--- config.mk ---
export PLATFORM = sky130hd
export DESIGN_NAME = kpil_keypad
export DESIGN_NICKNAME = d
export VERILOG_FILES = /design/src/kpil_pkg.sv /design/src/kpil_pin_sync.sv /design/src/kpil_keypad.sv
export SDC_FILE = /design/constraint.sdc
export NUM_CORES = 1
export LEC_CHECK = 0
export ABC_AREA = 1
export BUFFER_PORTS_ARGS = -buffer_cell sky130_fd_sc_hd__buf_2
export CAP_MARGIN = 20
export CORE_MARGIN = 2
export CORE_UTILIZATION = 40
export CTS_CLUSTER_DIAMETER = 150
export DETAILED_ROUTE_END_ITERATION = 6
export GPL_ROUTABILITY_DRIVEN = 0
export GPL_TIMING_DRIVEN = 0
export PLACE_DENSITY = 0.76
export SKIP_LAST_GASP = 1
export SYNTH_ARGS = -nofsm -noshare
export SYNTH_HDL_FRONTEND = slang
export SYNTH_HIERARCHICAL = 1
export SYNTH_SLANG_ARGS = --single-unit
--- constraint.sdc ---
create_clock -name clk_sys -period 1.4 [get_ports clk_sys]
set_input_delay 0.28 -clock clk_sys [delete_from_list [all_inputs] [get_ports clk_sys]]
set_output_delay 0.28 -clock clk_sys [all_outputs]
set_load 0.02 [all_outputs]
--- src/kpil_pkg.sv ---
// shared constants and types of the keypad interrupt logic
package kpil_pkg;

    // number of port a keypad pins
    localparam int unsigned KPIL_PINS = 6;
    // avalon byte address width
    localparam int unsigned KPIL_ADDR_W = 5;

    // register byte offsets
    localparam logic [4:0] KPIL_OFS_STATUS_CONTROL = 5'h00;
    localparam logic [4:0] KPIL_OFS_PIN_ENABLE = 5'h04;
    localparam logic [4:0] KPIL_OFS_IRQ_STATUS = 5'h08;
    localparam logic [4:0] KPIL_OFS_IRQ_MASK = 5'h0C;

    // keypad_status_control field positions
    localparam int unsigned KPIL_SC_PENDING = 0;
    localparam int unsigned KPIL_SC_MASK = 1;
    localparam int unsigned KPIL_SC_ACK = 2;
    localparam int unsigned KPIL_SC_LEVEL = 3;
    localparam int unsigned KPIL_SC_WAKE_PEND = 4;

    // keypad_pin_enable field positions
    localparam int unsigned KPIL_EN_WAKE = 6;

    // event status / mask field positions
    localparam int unsigned KPIL_EV_KEY = 0;
    localparam int unsigned KPIL_EV_WAKE = 1;
    localparam int unsigned KPIL_EV_W = 2;

    // reset values
    localparam logic [7:0] KPIL_RST_PIN_ENABLE = 8'h00;
    localparam logic KPIL_RST_MASK = 1'b0;
    localparam logic KPIL_RST_LEVEL = 1'b0;
    localparam logic [1:0] KPIL_RST_EVENTS = 2'h0;

    // cpu vector location of the keypad request
    localparam logic [15:0] KPIL_VECTOR_ADDR = 16'hFFE0;

    // register bus answer sequence
    typedef enum {
        KPIL_BUS_IDLE,
        KPIL_BUS_ANSWER,
        KPIL_BUS_RECOVER
    } kpil_bus_state_t;

endpackage : kpil_pkg

--- src/kpil_pin_sync.sv ---
// one keypad pin: two-flop synchroniser and falling edge detector
`timescale 1ns/1ps
`default_nettype none
module kpil_pin_sync #(
    parameter logic RESET_LEVEL = 1'b1
) (
    input wire logic clk_sys,
    input wire logic rst,
    input wire logic pin,
    output logic level,
    output logic fall
);
    logic stage1; // first flop, read only by stage2
    logic stage2; // synchronised level
    logic prev; // previous synchronised sample

    // synchroniser chain and history sample
    always_ff @(posedge clk_sys) begin
        if (rst) begin
            stage1 <= RESET_LEVEL;
            stage2 <= RESET_LEVEL;
            prev <= RESET_LEVEL;
        end else begin
            stage1 <= pin;
            stage2 <= stage1;
            prev <= stage2;
        end
    end

    // falling edge: high before, low now
    assign fall = prev & ~stage2;
    assign level = stage2;

endmodule : kpil_pin_sync
`default_nettype wire

--- src/kpil_keypad.sv ---
// keypad interrupt logic with avalon-mm register slave
// Behaviour
// - level mode: edges and low levels count
// - level mode clear needs acknowledge and pins high
// - acknowledge and release may come either order
// - vector fetch acknowledges the keypad request
// - software acknowledge write acts like fetch on keypad request
// - later falling edge latches fresh request
// - unmasked pending request interrupts the cpu
// - level mode: request held while pin low
// - wakeup request cleared only by software
// - edge mode: acknowledge clears request at once
// - reset clears request and level mode
// - pending flag readable regardless of mask
// - per pin enable gates request latching
// - reset clears whole pin enable register
// - wakeup enable ignored by keypad pin path
`timescale 1ns/1ps
`default_nettype none
module kpil_keypad #(
    parameter int unsigned PINS = kpil_pkg::KPIL_PINS
) (
    input wire logic clk_sys,
    input wire logic rst,
    input wire logic [PINS-1:0] port_a_pins,
    input wire logic wakeup_pulse,
    input wire logic vector_fetch,
    input wire logic [kpil_pkg::KPIL_ADDR_W-1:0] avs_address,
    input wire logic avs_read,
    input wire logic avs_write,
    input wire logic [31:0] avs_writedata,
    input wire logic [3:0] avs_byteenable,
    output logic [31:0] avs_readdata,
    output logic avs_waitrequest,
    output logic cpu_irq,
    output logic irq
);
    import kpil_pkg::*;

    // refuse pin counts the enable register cannot hold
    generate
        if (PINS < 1 || PINS > KPIL_EN_WAKE) begin : g_bad_pins
            $error("kpil_keypad: PINS must be 1 to 6");
        end
    endgenerate

    // synchronised pin state
    logic [PINS-1:0] pin_level; // synchronised pin levels
    logic [PINS-1:0] pin_fall; // one cycle falling edge pulses

    // software visible state
    logic [PINS-1:0] pin_enable; // per pin enables
    logic wakeup_enable; // wakeup source enable
    logic request_mask; // blocks cpu_irq only
    logic level_mode_select; // edge plus level sensitivity
    logic [KPIL_EV_W-1:0] event_status; // sticky event bits
    logic [KPIL_EV_W-1:0] event_mask; // event interrupt mask

    // request state
    logic key_req; // latched keypad request
    logic ack_held; // acknowledge seen, waiting for release
    logic wakeup_request; // latched wakeup request
    logic key_req_d; // previous key_req for event edge
    logic wake_req_d; // previous wakeup_request for event edge

    // bus state
    kpil_bus_state_t bus_state; // answer sequencer
    logic bus_req; // read or write offered
    logic wr_take; // write takes effect this edge
    logic rd_take; // read completes this edge
    logic [31:0] next_readdata; // read mux result

    // derived terms
    logic sw_ack; // software acknowledge write
    logic ack; // any keypad acknowledge
    logic any_edge; // enabled falling edge
    logic any_low; // enabled pin held low
    logic key_clear; // keypad request clears
    logic next_key_req; // next keypad request
    logic next_ack_held; // next acknowledge memory
    logic [KPIL_EV_W-1:0] ev_set; // event set pulses

    // one synchroniser per pin
    genvar gi;
    generate
        for (gi = 0; gi < PINS; gi++) begin : g_pin
            kpil_pin_sync #(
                .RESET_LEVEL(1'b1)
            ) u_sync (
                .clk_sys(clk_sys),
                .rst(rst),
                .pin(port_a_pins[gi]),
                .level(pin_level[gi]),
                .fall(pin_fall[gi])
            );
        end
    endgenerate

    // bus handshake terms
    assign bus_req = avs_read | avs_write;
    assign wr_take = avs_write & (bus_state == KPIL_BUS_ANSWER);
    assign rd_take = avs_read & (bus_state == KPIL_BUS_ANSWER);

    // software acknowledge: write one to the ack bit
    assign sw_ack = wr_take & avs_byteenable[0] & (avs_address == KPIL_OFS_STATUS_CONTROL)
        & avs_writedata[KPIL_SC_ACK];

    // vector fetch and software write share one acknowledge
    assign ack = vector_fetch | sw_ack;

    // pin enables gate both edge and level terms; wakeup enable stays out
    assign any_edge = |(pin_fall & pin_enable);
    assign any_low = |(~pin_level & pin_enable);

    // clear condition per mode
    always_comb begin
        if (level_mode_select) begin
            key_clear = (ack | ack_held) & ~any_low;
        end else begin
            key_clear = ack;
        end
    end

    // next request: a new set wins over any clear
    always_comb begin
        next_key_req = key_req & ~key_clear;
        if (level_mode_select && any_low) begin
            next_key_req = 1'b1;
        end
        if (any_edge) begin
            next_key_req = 1'b1;
        end
    end

    // acknowledge memory for level mode, either order
    always_comb begin
        next_ack_held = ack_held;
        if (!level_mode_select || key_clear || any_edge) begin
            next_ack_held = 1'b0;
        end else if (ack && key_req) begin
            next_ack_held = 1'b1;
        end
    end

    // keypad request latch
    always_ff @(posedge clk_sys) begin
        if (rst) begin
            key_req <= 1'b0;
            ack_held <= 1'b0;
        end else begin
            key_req <= next_key_req;
            ack_held <= next_ack_held;
        end
    end

    // wakeup request: vector fetch does not clear it
    always_ff @(posedge clk_sys) begin
        if (rst) begin
            wakeup_request <= 1'b0;
        end else if (wakeup_pulse && wakeup_enable) begin
            wakeup_request <= 1'b1; // set wins over clear
        end else if (sw_ack) begin
            wakeup_request <= 1'b0;
        end
    end

    // cpu request: pending and not masked, vector at KPIL_VECTOR_ADDR
    always_ff @(posedge clk_sys) begin
        if (rst) begin
            cpu_irq <= 1'b0;
        end else begin
            cpu_irq <= (key_req | wakeup_request) & ~request_mask;
        end
    end

    // control register writes
    always_ff @(posedge clk_sys) begin
        if (rst) begin
            request_mask <= KPIL_RST_MASK;
            level_mode_select <= KPIL_RST_LEVEL;
        end else if (wr_take && avs_byteenable[0] && avs_address == KPIL_OFS_STATUS_CONTROL) begin
            request_mask <= avs_writedata[KPIL_SC_MASK];
            level_mode_select <= avs_writedata[KPIL_SC_LEVEL];
        end
    end

    // pin enable register writes
    always_ff @(posedge clk_sys) begin
        if (rst) begin
            pin_enable <= KPIL_RST_PIN_ENABLE[PINS-1:0];
            wakeup_enable <= KPIL_RST_PIN_ENABLE[KPIL_EN_WAKE];
        end else if (wr_take && avs_byteenable[0] && avs_address == KPIL_OFS_PIN_ENABLE) begin
            pin_enable <= avs_writedata[PINS-1:0];
            wakeup_enable <= avs_writedata[KPIL_EN_WAKE];
        end
    end

    // event mask register writes
    always_ff @(posedge clk_sys) begin
        if (rst) begin
            event_mask <= KPIL_RST_EVENTS;
        end else if (wr_take && avs_byteenable[0] && avs_address == KPIL_OFS_IRQ_MASK) begin
            event_mask <= avs_writedata[KPIL_EV_W-1:0];
        end
    end

    // request rise detection for events
    always_ff @(posedge clk_sys) begin
        if (rst) begin
            key_req_d <= 1'b0;
            wake_req_d <= 1'b0;
        end else begin
            key_req_d <= key_req;
            wake_req_d <= wakeup_request;
        end
    end

    assign ev_set = {wakeup_request & ~wake_req_d, key_req & ~key_req_d};

    // sticky events; a read clears only what it reported, new set wins
    always_ff @(posedge clk_sys) begin
        if (rst) begin
            event_status <= KPIL_RST_EVENTS;
        end else if (rd_take && avs_address == KPIL_OFS_IRQ_STATUS) begin
            // readdata was captured one edge earlier; keep bits set since then
            event_status <= (event_status & ~avs_readdata[KPIL_EV_W-1:0]) | ev_set;
        end else begin
            event_status <= event_status | ev_set;
        end
    end

    // level interrupt from unmasked events
    always_ff @(posedge clk_sys) begin
        if (rst) begin
            irq <= 1'b0;
        end else begin
            irq <= |(event_status & event_mask);
        end
    end

    // read mux; ack bit always reads zero
    always_comb begin
        next_readdata = 32'h0000_0000;
        case (avs_address)
            KPIL_OFS_STATUS_CONTROL: begin
                next_readdata[KPIL_SC_PENDING] = key_req | wakeup_request;
                next_readdata[KPIL_SC_MASK] = request_mask;
                next_readdata[KPIL_SC_LEVEL] = level_mode_select;
                next_readdata[KPIL_SC_WAKE_PEND] = wakeup_request;
            end
            KPIL_OFS_PIN_ENABLE: begin
                next_readdata[PINS-1:0] = pin_enable;
                next_readdata[KPIL_EN_WAKE] = wakeup_enable;
            end
            KPIL_OFS_IRQ_STATUS: begin
                next_readdata[KPIL_EV_W-1:0] = event_status;
            end
            KPIL_OFS_IRQ_MASK: begin
                next_readdata[KPIL_EV_W-1:0] = event_mask;
            end
            default: begin
                next_readdata = 32'h0000_0000; // unmapped reads zero
            end
        endcase
    end

    // bus sequencer: one wait cycle, answer, one recover cycle
    always_ff @(posedge clk_sys) begin
        if (rst) begin
            bus_state <= KPIL_BUS_IDLE;
            avs_waitrequest <= 1'b1;
            avs_readdata <= 32'h0000_0000;
        end else begin
            case (bus_state)
                KPIL_BUS_IDLE: begin
                    if (bus_req) begin
                        bus_state <= KPIL_BUS_ANSWER;
                        avs_waitrequest <= 1'b0;
                        avs_readdata <= next_readdata;
                    end
                end
                KPIL_BUS_ANSWER: begin
                    bus_state <= KPIL_BUS_RECOVER;
                    avs_waitrequest <= 1'b1;
                end
                KPIL_BUS_RECOVER: begin
                    bus_state <= KPIL_BUS_IDLE;
                end
                default: begin
                    bus_state <= KPIL_BUS_IDLE;
                    avs_waitrequest <= 1'b1;
                end
            endcase
        end
    end
endmodule : kpil_keypad
`default_nettype wire

### After elaboration in Yosys (flattened, before gate mapping)

Index checks and enable logic that the tools add are counted.

* input port bits: 53
* output and inout port bits: 35
* bits in registers: 78
* logic and storage cells: 115

* bitwise operators: 40
* reduce and logical (&&, ||, !) cells: 20
* equality and inequality tests: 7
* mux-type cells: 14

Operator list (count)
* 32-bit by 2-bit == test with 1-bit output (second input constant): 2
* 32-bit one-hot mux with 2 select lines: 1
* 32-bit by 1-bit == test with 1-bit output (second input constant): 1
* 32-bit zero test: 1
* 32-bit 2-to-1 mux: 1
* 1-bit bitwise AND: 16
* 6-bit bitwise AND: 2
* 1-bit NOT: 12
* 6-bit OR reduction: 2
* 5-bit by 4-bit == test with 1-bit output (second input constant): 2
* 1-bit logical AND: 8
* 2-bit one-hot mux with 4 select lines: 1
* 1-bit 2-to-1 mux: 7
* 6-bit NOT: 1
* 5-bit by 3-bit == test with 1-bit output (second input constant): 1
* 5-bit zero test: 1
* 2-bit bitwise AND: 2
* 2-bit 2-to-1 mux: 2
* 1-bit bitwise OR: 4
* 2-bit bitwise OR: 2
* 2-bit one-hot mux with 2 select lines: 1
* 2-bit AND reduction: 2
* 2-bit OR reduction: 2
* 1-bit logical OR: 2
* 5 further kinds: 5

### Longest topological paths before layout

Gate-level depths: netlist (run 1).

* word-level depth: 13
* gate-level depth with buffers: 9
* depth with buffers taken out: 9

### Hierarchy

The synthesis (run 1) kept the hierarchy.

By module, submodules not included
* kpil_keypad: seq. area each 600.6 um^2, area an instance 1557.7 um^2, cells each 208, instances 1
* kpil_pin_sync: seq. area each 60.1 um^2, area an instance 93.8 um^2, cells each 12, instances 6

### Worst setup path after synthesis (run 1)

No wires, ideal clock.

* kind: input to register
* from: in avs_address[1] (netlist name)
* to: reg ack_held
* data required time: 1285 ps
* arrival: 970 ps
* path buffers: 1
* stages: 9
* path slack: 315 ps
* setup time: 115 ps
* cell sequence: nor2_4 buf_6 nand2_4 nor2_4 nand3_2 nand3_1 nand2_1 nand2_1 nor2_1

* cells in the longest elaborated chain, start to end: 10
* elaborated cells on any way between the ends: 11
* classes of those cells: mux (1); bitwise (5); reduce/logical (5)

Ends and longest elaborated chain
* from (decl): RTL line kpil_keypad.sv:28 `input wire logic [kpil_pkg::KPIL_ADDR_W-1:0] avs_address,`
* 5-bit zero test *: RTL line kpil_keypad.sv:105 `assign sw_ack = wr_take & avs_byteenable[0] & (avs_address == KPIL_OFS_STATUS_CONTROL)`
* 1-bit bitwise AND *: RTL line kpil_keypad.sv:105
* 1-bit bitwise AND *: RTL line kpil_keypad.sv:106 `& avs_writedata[KPIL_SC_ACK];`
* 1-bit bitwise OR *: RTL line kpil_keypad.sv:109 `assign ack = vector_fetch | sw_ack;`
* 1-bit bitwise OR: RTL line kpil_keypad.sv:118 `key_clear = (ack | ack_held) & ~any_low;`
* 1-bit bitwise AND: RTL line kpil_keypad.sv:118
* 1-bit 2-to-1 mux: RTL line kpil_keypad.sv:117 `if (level_mode_select) begin`
* 1-bit logical OR (2 in a row): RTL line kpil_keypad.sv:138 `if (!level_mode_select || key_clear || any_edge) begin`
* 2-bit OR reduction (no line)
* to (signal assigned): RTL line kpil_keypad.sv:152 `ack_held <= next_ack_held;`
* to (decl): RTL line kpil_keypad.sv:61 `logic ack_held;`

Mark *: on every way between the ends. The rest lies on a longest branch, timed or not.
A chain may end at the register's enable or synchronous reset.

### Worst setup path after layout (run 1)

* from: reg bus_state[0]
* to: reg pin_enable[5]

* cells in the longest elaborated chain, start to end: 4

Ends and longest elaborated chain
* from (decl): RTL line kpil_keypad.sv:67 `kpil_bus_state_t bus_state;`
* from (signal assigned): RTL line kpil_keypad.sv:270 `bus_state <= KPIL_BUS_IDLE;`
* from (signal assigned): RTL line kpil_keypad.sv:277 `bus_state <= KPIL_BUS_ANSWER;`
* from (signal assigned): RTL line kpil_keypad.sv:283 `bus_state <= KPIL_BUS_RECOVER;`
* 32-bit by 2-bit == test with 1-bit output: RTL line kpil_keypad.sv:101 `assign wr_take = avs_write & (bus_state == KPIL_BUS_ANSWER);`
* 1-bit bitwise AND: RTL line kpil_keypad.sv:101
* 1-bit logical AND (2 in a row): RTL line kpil_keypad.sv:192 `end else if (wr_take && avs_byteenable[0] && avs_address == KPIL_OFS_PIN_ENABLE) begin`
* to (signal assigned): RTL line kpil_keypad.sv:190 `pin_enable <= KPIL_RST_PIN_ENABLE[PINS-1:0];`
* to (signal assigned): RTL line kpil_keypad.sv:193 `pin_enable <= avs_writedata[PINS-1:0];`
* to (decl): RTL line kpil_keypad.sv:52 `logic [PINS-1:0] pin_enable;`

Every way passes these cells.

==> results of run 1 <==
## worst max-delay path: cells and delay by family (launching register included)
| family | cells | cell delay, ps |
|---|---|---|
| buffers and inverters | 1 | 110 |
| AOI/OAI and AO/OA | 2 | 210 |
| DFF | 1 | 420 |
| and+or+nand+nor | 2 | 440 |
## metal layers
metal	global-route usage, %	wire length (um)	part of all wire (%)
met1	16.24	1728	45
met2	24.39	1775	47
met3	4.235	254	6.7
met4	4.909	48	1.3
met5	0	0	0
## power by group through the flow
| stage | clock network, mW | logic [mW] | registers [mW] |
|---|---|---|---|
| 2_1_floorplan | 0 | 0.213 | 1.44 |
| 3_3_place_gp | 0 | 0.286 | 1.44 |
| 3_5_place_dp | 0 | 0.289 | 1.44 |
| 4_1_cts | 0.860 | 0.290 | 1.41 |
| 5_1_grt | 0.920 | 0.320 | 1.41 |
| 6_report | 0.837 | 0.290 | 1.41 |
## layout make-up
type	instances	area, um2
plain buffers	29	212.7
clock buffers	6	82.58
clock inverters	2	10.01
fillers	513	2546
inverters	53	198.9
multi-input cells	174	838.3
flip-flops and latches	48	960.9
well taps	70	87.58
repair buffers	34	170.2
## how the worst max path moves through the flow
| stage | start | end | slack [ps] | cells past startpoint |
|---|---|---|---|---|
| global route | bus_state[0] | pin_enable[5] | 40 | 5 |
| CTS | bus_state[0] | pin_enable[5] | 120 | 5 |
| detailed placement | rst | ack_held | 40 | 7 |
| global placement | avs_address[2] | ack_held | 80 | 9 |
| finish | bus_state[0] | pin_enable[5] | 120 | 5 |
| floorplan | avs_address[1] | ack_held | 310 | 9 |
## kinds of logic after synthesis
family	share of synthesized area (%)
AO/OA/AOI/OAI	10.09
buffers and inverters	19.41
flip-flops	45.31
other	0.1768
AND/OR/NAND/NOR	25.02
## registers in the layout, indices dropped and copies added, names as in the netlist, 2 cells and up
| register | cells |
|---|---|
| avs_readdata | 7 |
| bus_state | 2 |
| event_mask | 2 |
| event_status | 2 |
| g_pin.u_sync/level | 6 |
| g_pin.u_sync/prev | 6 |
| g_pin.u_sync/stage1 | 6 |
| pin_enable | 6 |
## Yosys cell counts, types with 2 or more instances
cell type	n	share of area [%]
a21oi_1	18	4.2
a31oi_1	2	0.59
buf_4	25	8.8
dfxtp_1	48	45
inv_1	50	8.8
inv_2	3	0.53
nand2_1	59	10
nand3_1	6	1.4
nand3_2	2	0.94
nand4_1	8	2.4
nor2_1	21	3.7
nor2_2	2	0.59
nor2_4	4	2.1
nor3_1	2	0.47
o21ai_0	13	3.1
o21ai_1	3	0.71
o21ai_2	2	0.83
==> results.toml, run 1 <==
[worst_setup_path]
path_class = "reg2reg"
cp_max_fo = 8
cp.required_ps = 1590
cp_data_arrival_time_ps = 1470
r2r_end = "pin_enable[5]"
start_kind = "flop"
slowest_stage = "dfxtp_1"
r2r_slack_ps = 120
reg2reg_from = "bus_state[0]"
r2r_cells = 5
crit_chain = "nand4_4 -> nor2_4 -> inv_2 -> o21ai_1 -> a21oi_1"
cp-end-kind = "flop"
cpPeakStageDelay_ps = 420

[yosys]
ys_seq_elements = 48
synthDistinctLibCells = 29
synthArstFlopShare_pct = 0
synth_area_per_cell_um2 = 7.574
syn_inst = 280
yosys_warnings = 6
synth_area_um2 = 2121
synth_ff_type = "dfxtp_1"
ys_seq_area_share_pct = 45.31
synth_edf_count = 0

[run_status]
status = "complete, no violations"

[clocking]
cts_made_buffers = 5
insertion_delay_ps = 290
cts.clk_slew.worst_paths_ps = 80
htreeDepth = 2
cts_setup_buffers = 0
clockBufferDepth = 2
cts_tree = "built"
hold_buffers = 0
cts_resized = 0
root_buffer = "clkbuf_8"
cts.sink_count = 48

[detailed_routing]
first_pass_iters = 4
avgRoutedWirePerCell_um = 9.149
via_per_inst = 4.171
ant_nets = 0
drtIter0Drc = 109
wirelength_um = 3806
vias = 1735
drc = 0

[worst_hold_path]
min_path_cells = 3
min_from = "port_a_pins[4]"
holdPathEnd = "g_pin[4].u_sync/stage1"
hp-class = "in2reg"

[power_and_ir_drop]
power.switching_mw = 0.6372
switching_share_pct = 25.13
seqPwrFrac_pct = 55.6
power_density_nw_per_um2 = 990.0
p_leak_nw = 1.385
vdd_ir_drop_max_uv = 684.1
power.share.clock_pct = 33.0
power.total_mw = 2.536
internal_power_mw = 1.898
combinationalPowerShare_pct = 11.4

[placement]
dp_hpwl_um = 3071
dpl_cell_area_um2 = 2469
dp_worst_setup_slack_ps = 36.77
io_buffers = 34
placed_cells = 408

[cells_and_area]
final_common_cell = "nand2_1"
n_antenna_cell = 0
stdcell_count = 416
final_cell_mix = "nand2_1 (59), inv_1 (50), dfxtp_1 (48)"
utilization_pct = 50.15
drive_above_1_share_pct = 24.86
final_nets = 398
syn_to_final_growth_pct = 20.77
stdcell_area_um2 = 2561

[sta]
finalWorstSetupSlack_ps = 116.4
final.setup.tns_ps = 0
drv_slew = 0
fin_crit_sh_pct = 91.69
min_period_ps = 1284
setup_violations = 0
hold_violations = 0
hold_ws_ps = 154.3
fin_worst_skew_ps = 1.129
rsz0062_at_grt = "no"
fmax_mhz = 779.0

[die]
die_area_um2 = 5901
core_um2 = 5107
die_w_um = 76.82
die-height_um = 76.82
rows = 26
pin_count = 88
start_util_pct = 41.52

[global_routing]
antenna_found_initial = 0
first_global_vias = 1649
grt_max_degree = 15
grt_pass1_wl_um = 6803
grt_usage_pct = 14.01
grt_overflow = 0

[run]
drv_cap = 0
Power figures use the tool's default switching activity.
==> run 2: changes to the inputs <==
--- a/config.mk
+++ b/config.mk
@@ -5,12 +5,10 @@
 export SDC_FILE = /design/constraint.sdc
 export NUM_CORES = 1
 export LEC_CHECK = 0
-export ABC_AREA = 1
 export BUFFER_PORTS_ARGS = -buffer_cell sky130_fd_sc_hd__buf_2
 export CAP_MARGIN = 20
 export CORE_MARGIN = 2
 export CORE_UTILIZATION = 40
-export CTS_CLUSTER_DIAMETER = 150
 export DETAILED_ROUTE_END_ITERATION = 6
 export GPL_ROUTABILITY_DRIVEN = 0
 export GPL_TIMING_DRIVEN = 0
==> run 2 against run 1 <==
Compared with the run above: the flow now finishes with violations (negative setup slack); utilization rose by 2.6 points; clock power is 27% higher; via count down 6.6%; total power is 9.3% higher; die area fell by 4.5%; critical path depth rose by 1; final area decreased by 1.5%; maximum frequency down 8.6%; clock-buffer cell count grew 1; area after synthesis down 4.7%; critical endpoint is now key_req; largest power group unchanged; highest routed layer unchanged.
==> results.toml, run 2 <==
[clocking]
cts_tree = "built"
cts_made_buffers = 5
insertion_delay_ps = 300
cts.clk_slew.worst_paths_ps = 90
cts.sink_count = 48
hold_buffers = 0
htreeDepth = 2
clockBufferDepth = 2
root_buffer = "clkbuf_8"

[yosys]
synth_area_per_cell_um2 = 9.269
synth-compound-area-share_pct = 11.15
yosys.area_share.simple_pct = 23.78
synth.most_common_cell = "dfxtp_1"
synth.top_cell.area_share_pct = 47.55
synthDistinctLibCells = 38
yosys_warnings = 6
ys_seq_elements = 48
syn_inst = 218
synth_fa_ha_area_share_pct = 0
synth_ff_type = "dfxtp_1"
synth_top_family_by_area = "simple AND/OR/NAND/NOR gates"
synth_area_um2 = 2021
synthArstFlopShare_pct = 0
synth-xor-area-share_pct = 0
synth_area_leader_cell = "dfxtp_1"
synthTopCellsByArea = "dfxtp_1 (48%), buf_4 (9.7%), or2_1 (5.6%)"
muxShareOfSynthArea_pct = 3.591
ys_seq_area_share_pct = 47.55
yosys-top-cells-count = "dfxtp_1 (48), buf_4 (26), or2_1 (18)"
synth_edf_count = 0

[die]
pin_count = 88
core_um2 = 4786
die-height_um = 75.08
die_area_um2 = 5636
start_util_pct = 42.22
rows = 25
die_w_um = 75.08

[worst_setup_path]
critPathBufInv = 2
cp_data_arrival_time_ps = 1640
cp_max_fo = 5
slowest_stage = "dfxtp_2"
start_kind = "flop"
cpPeakStageDelay_ps = 350
crit_family = "simple AND/OR/NAND/NOR gates"
cp.required_ps = 1640
crit_chain = "and4b_1 -> buf_6 -> and3b_1 -> buf_6 -> a211oi_1 -> nand3b_1"
path_class = "reg2reg"
cp-end-kind = "flop"
cp_common_cell = "buf_6"

[global_routing]
first_global_vias = 1448
grt_pass1_wl_um = 6334
grt_usage_pct = 15.14
grt_max_degree = 20
antenna_found_initial = 0
grt_overflow = 0

[cells_and_area]
final_cell_mix = "dfxtp_1 (45), buf_2 (32), buf_4 (31)"
final_common_cell = "dfxtp_1"
utilization_pct = 52.73
regMostFlops = "avs_readdata"
multi_input_area_um2 = 872.1
regArea_um2 = 964.7
fillers = 464
drive_above_1_share_pct = 29.62
final_nets = 339
stdcell_count = 354
syn_to_final_growth_pct = 24.89
largest_reg_flops = 7
n_antenna_cell = 0

[sta]
fin_crit_sh_pct = 100.3
hold_violations = 0
worst_pin_slew_ps = 679.0
drv_slew = 0
hold_ws_ps = 153.3
finalWorstSetupSlack_ps = -3.932
slew_headroom_pct = 54.43
min_period_ps = 1404
fin_worst_skew_ps = 9.899
rsz0062_at_grt = "yes"
fmax_mhz = 712.3
setup_violations = 1

[detailed_routing]
ant_nets = 0
wirelength_um = 3938
drc = 0
vias = 1620
avgRoutedWirePerCell_um = 11.12
drtIter0Drc = 121
via_per_inst = 4.576
first_pass_iters = 4

[power_and_ir_drop]
power.total_mw = 2.771
vdd_ir_drop_max_uv = 783.7
power_density_nw_per_um2 = 1098
p_leak_nw = 1.068

[placement]
placed_cells = 341
io_buffers = 32
dp_hpwl_um = 2864

[worst_hold_path]
hp-class = "in2reg"

[run]
drv_cap = 0

[run_status]
violations = "negative setup slack"
status = "finished, violations left"
-- run 2: power breakdown --
group          total (mW)  switching (mW)  internal [mW]
logic               0.292           0.170          0.122
clock network        1.06           0.435          0.630
registers            1.41          0.0157           1.40
-- run 2: cell families after synthesis --
group | Yosys count
AO/OA/AOI/OAI | 36
buffers and inverters | 42
flip-flops | 48
multiplexers | 6
other | 1
AND/OR/NAND/NOR | 85
-- run 2: per-layer routing --
| layer | routed length (um) | GRT usage, % | vias to the layer above | share of wire, % |
|---|---|---|---|---|
| li1 | - | - | 826 | - |
| met5 | 0 | 0 | - | 0 |
| met2 | 1866 | 24.85 | 66 | 47 |
| met3 | 288 | 3.748 | 9 | 7.3 |
| met4 | 85 | 8.532 | 0 | 2.2 |
| met1 | 1698 | 18.05 | 719 | 43 |
-- run 2: area by class of cell --
cell class / instances / share of cell area (%)
sequential: 48 / 38.23
multi-input combinational: 152 / 34.56
buffer: 33 / 9.717
timing repair buffer: 37 / 7.833
clock buffer: 7 / 3.818
tap: 67 / 3.322
inverter: 9 / 1.339
clock inverter: 1 / 1.190
-- run 2: final timing paths --
| path | cells past startpoint | start | endpoint | slack [ps] |
|---|---|---|---|---|
| max | 6 | bus_state[1] | key_req | -4 |
| min | 2 | port_a_pins[3] | g_pin[3].u_sync/stage1 | 150 |
| max reg2reg | 6 | bus_state[1] | key_req | -4 |
| min reg2reg | 1 | g_pin[1].u_sync/stage1 | g_pin[1].u_sync/level | 410 |
-- run 2: metrics by stage --
stage	TNS (ps)	area, um2	setup WS [ps]
2_1_floorplan	0	2111	79.19
3_3_place_gp	-3888	2355	-212.9
3_5_place_dp	-4360	2355	-216.5
4_1_cts	0	2522	1.424
5_1_grt	-229.9	2524	-65.24
6_report	-3.932	2524	-3.932
-- run 2: repair_timing --
| action | 4_1_cts | 5_1_grt |
|---|---|---|
| buffers inserted | 5 | 0 |
| pin swaps | 0 | 1 |
| endpoints found under the setup margin | 5 | 7 |
| gates resized for setup | 3 | 2 |
==> run 3: changes to the inputs <==
--- a/config.mk
+++ b/config.mk
@@ -5,14 +5,15 @@
 export SDC_FILE = /design/constraint.sdc
 export NUM_CORES = 1
 export LEC_CHECK = 0
-export BUFFER_PORTS_ARGS = -buffer_cell sky130_fd_sc_hd__buf_2
 export CAP_MARGIN = 20
+export CORE_ASPECT_RATIO = 0.9
 export CORE_MARGIN = 2
 export CORE_UTILIZATION = 40
 export DETAILED_ROUTE_END_ITERATION = 6
+export DONT_BUFFER_PORTS = 1
 export GPL_ROUTABILITY_DRIVEN = 0
 export GPL_TIMING_DRIVEN = 0
-export PLACE_DENSITY = 0.76
+export PLACE_DENSITY = 0.61
 export SKIP_LAST_GASP = 1
 export SYNTH_ARGS = -nofsm -noshare
 export SYNTH_HDL_FRONTEND = slang
==> run 3 against run 2 <==
Compared with the run above: the flow now finishes without violations; routed wire length grew 1.4%; die area is essentially flat; critical path depth is the same; final cell count shrank 10%; critical endpoint is now level_mode_select.
==> results.toml, run 3 (synthesis results as in run 2) <==
[detailed_routing]
drtIter0Drc = 58
via_per_inst = 4.588
ant_nets = 0
first_pass_iters = 4
wirelength_um = 3994
avgRoutedWirePerCell_um = 12.56
top_layer = "met4"
vias = 1459
drc = 0
wl_met3_um = 317
met2_length_um = 1757
wl_met1_um = 1862

[sta]
fmax_mhz = 735.9
drv_slew = 0
rsz0062_at_grt = "yes"
slew_headroom_pct = 51.28
hold_violations = 0
fin_crit_sh_pct = 97.06
hold_ws_ps = 65.16
finalWorstSetupSlack_ps = 41.15
min_period_ps = 1359
fin_worst_skew_ps = 7.118
setup_violations = 0
worst_pin_slew_ps = 725.9
final.setup.tns_ps = 0

[cells_and_area]
utilization_pct = 48.30
final_nets = 305
final_common_cell = "dfxtp_1"
syn_to_final_growth_pct = 16.28
final_cell_mix = "dfxtp_1 (44), buf_4 (29), conb_1 (25)"
drive_above_1_share_pct = 20.95
largest_reg_flops = 7
regMostFlops = "avs_readdata"
n_antenna_cell = 0

[run]
drv_cap = 0

[clocking]
cts_tree = "built"
cts.clk_slew.worst_paths_ps = 90
clockBufferDepth = 2
insertion_delay_ps = 300
cts_made_buffers = 5
htreeDepth = 2
root_buffer = "clkbuf_8"
cts.sink_count = 48

[worst_setup_path]
cp_max_fo = 5
cp.required_ps = 1580
cpPeakStageDelay_ps = 340
path_class = "reg2reg"
cp_common_cell = "buf_6"
cp_data_arrival_time_ps = 1540
crit_chain = "and4b_1 -> buf_6 -> and3b_1 -> buf_6 -> mux2i_1 -> nor2_1"
slowest_stage = "dfxtp_2"
cp-end-kind = "flop"
start_kind = "flop"

[die]
core_um2 = 4865
die-height_um = 71.43
die_area_um2 = 5637
start_util_pct = 41.54
pin_count = 88
rows = 24
die_w_um = 78.92

[global_routing]
antenna_found_initial = 0
grt_max_degree = 20
grt_usage_pct = 14.99
grt_pass1_wl_um = 6444
first_global_vias = 1274
grt_overflow = 0

[power_and_ir_drop]
vdd_ir_drop_max_uv = 691.0
power.total_mw = 2.667
p_leak_nw = 0.9091
power_density_nw_per_um2 = 1135

[worst_hold_path]
hp-class = "in2reg"

[placement]
dp_worst_setup_slack_ps = -62.19
io_buffers = 0
dp_hpwl_um = 2940

[run_status]
status = "complete, no violations"
[run 3: changes by cell type in the layout (fill, tap and decap cells not counted), sizes merged]
| cell | delta |
|---|---|
| clkbuf | -2 |
| clkinvlp | +1 |
| buf | -34 |
| inv | +1 |
[run 3: final timing paths]
path	start	slack, ps	to	cells after the start
setup / recovery	bus_state[1]	40	level_mode_select	6
hold / removal	port_a_pins[0]	70	g_pin[0].u_sync/stage1	1
setup reg to reg	bus_state[1]	40	level_mode_select	6
hold reg to reg	g_pin[1].u_sync/stage1	410	g_pin[1].u_sync/level	1
[run 3: critical path: cells and delay by family, from the launching register on]
kind	cells	cell delay, ps
simple gates	3	470
flops	1	340
buf+inv	2	250
mux	1	180
[run 3: area by class of cell]
class | count | area, um2
Clock inverter | 3 | 46.29
Sequential cell | 48 | 968.4
Fill cell | 496 | 2515
Timing Repair Buffer | 3 | 22.52
Clock buffer | 5 | 68.82
Inverter | 9 | 33.78
Multi-Input combinational cell | 152 | 884.6
Tap cell | 65 | 81.33
Buffer | 33 | 244.0
[run 3: routing by layer]
metal  vias to the layer above  track usage [%]
met3                         5            5.542
met1                       658            20.21
met5                         -                0
li1                        757                -
met2                        39            22.32
met4                         0            5.172
[run 3: timing repair]
| item | CTS | global route |
|---|---|---|
| resized for setup | 3 | 6 |
| hold endpoints to repair | 0 | 0 |
| hold buffers | 0 | 0 |
| buffers inserted | 0 | 3 |
| setup endpoints to repair | 4 | 12 |
| pin swaps | 0 | 1 |
[run 3: metrics by stage]
| step | cells | instance area, um2 |
|---|---|---|
| 4_1_cts | 315 | 2311 |
| 3_3_place_gp | 307 | 2192 |
| 6_report | 318 | 2350 |
| 2_1_floorplan | 242 | 2111 |
| 5_1_grt | 318 | 2350 |
| 3_5_place_dp | 307 | 2192 |
[run 3: where the power goes]
group / switching, mW / internal, mW
Clock: 0.476 / 0.538
Combinational: 0.136 / 0.0927
Sequential: 0.0270 / 1.40
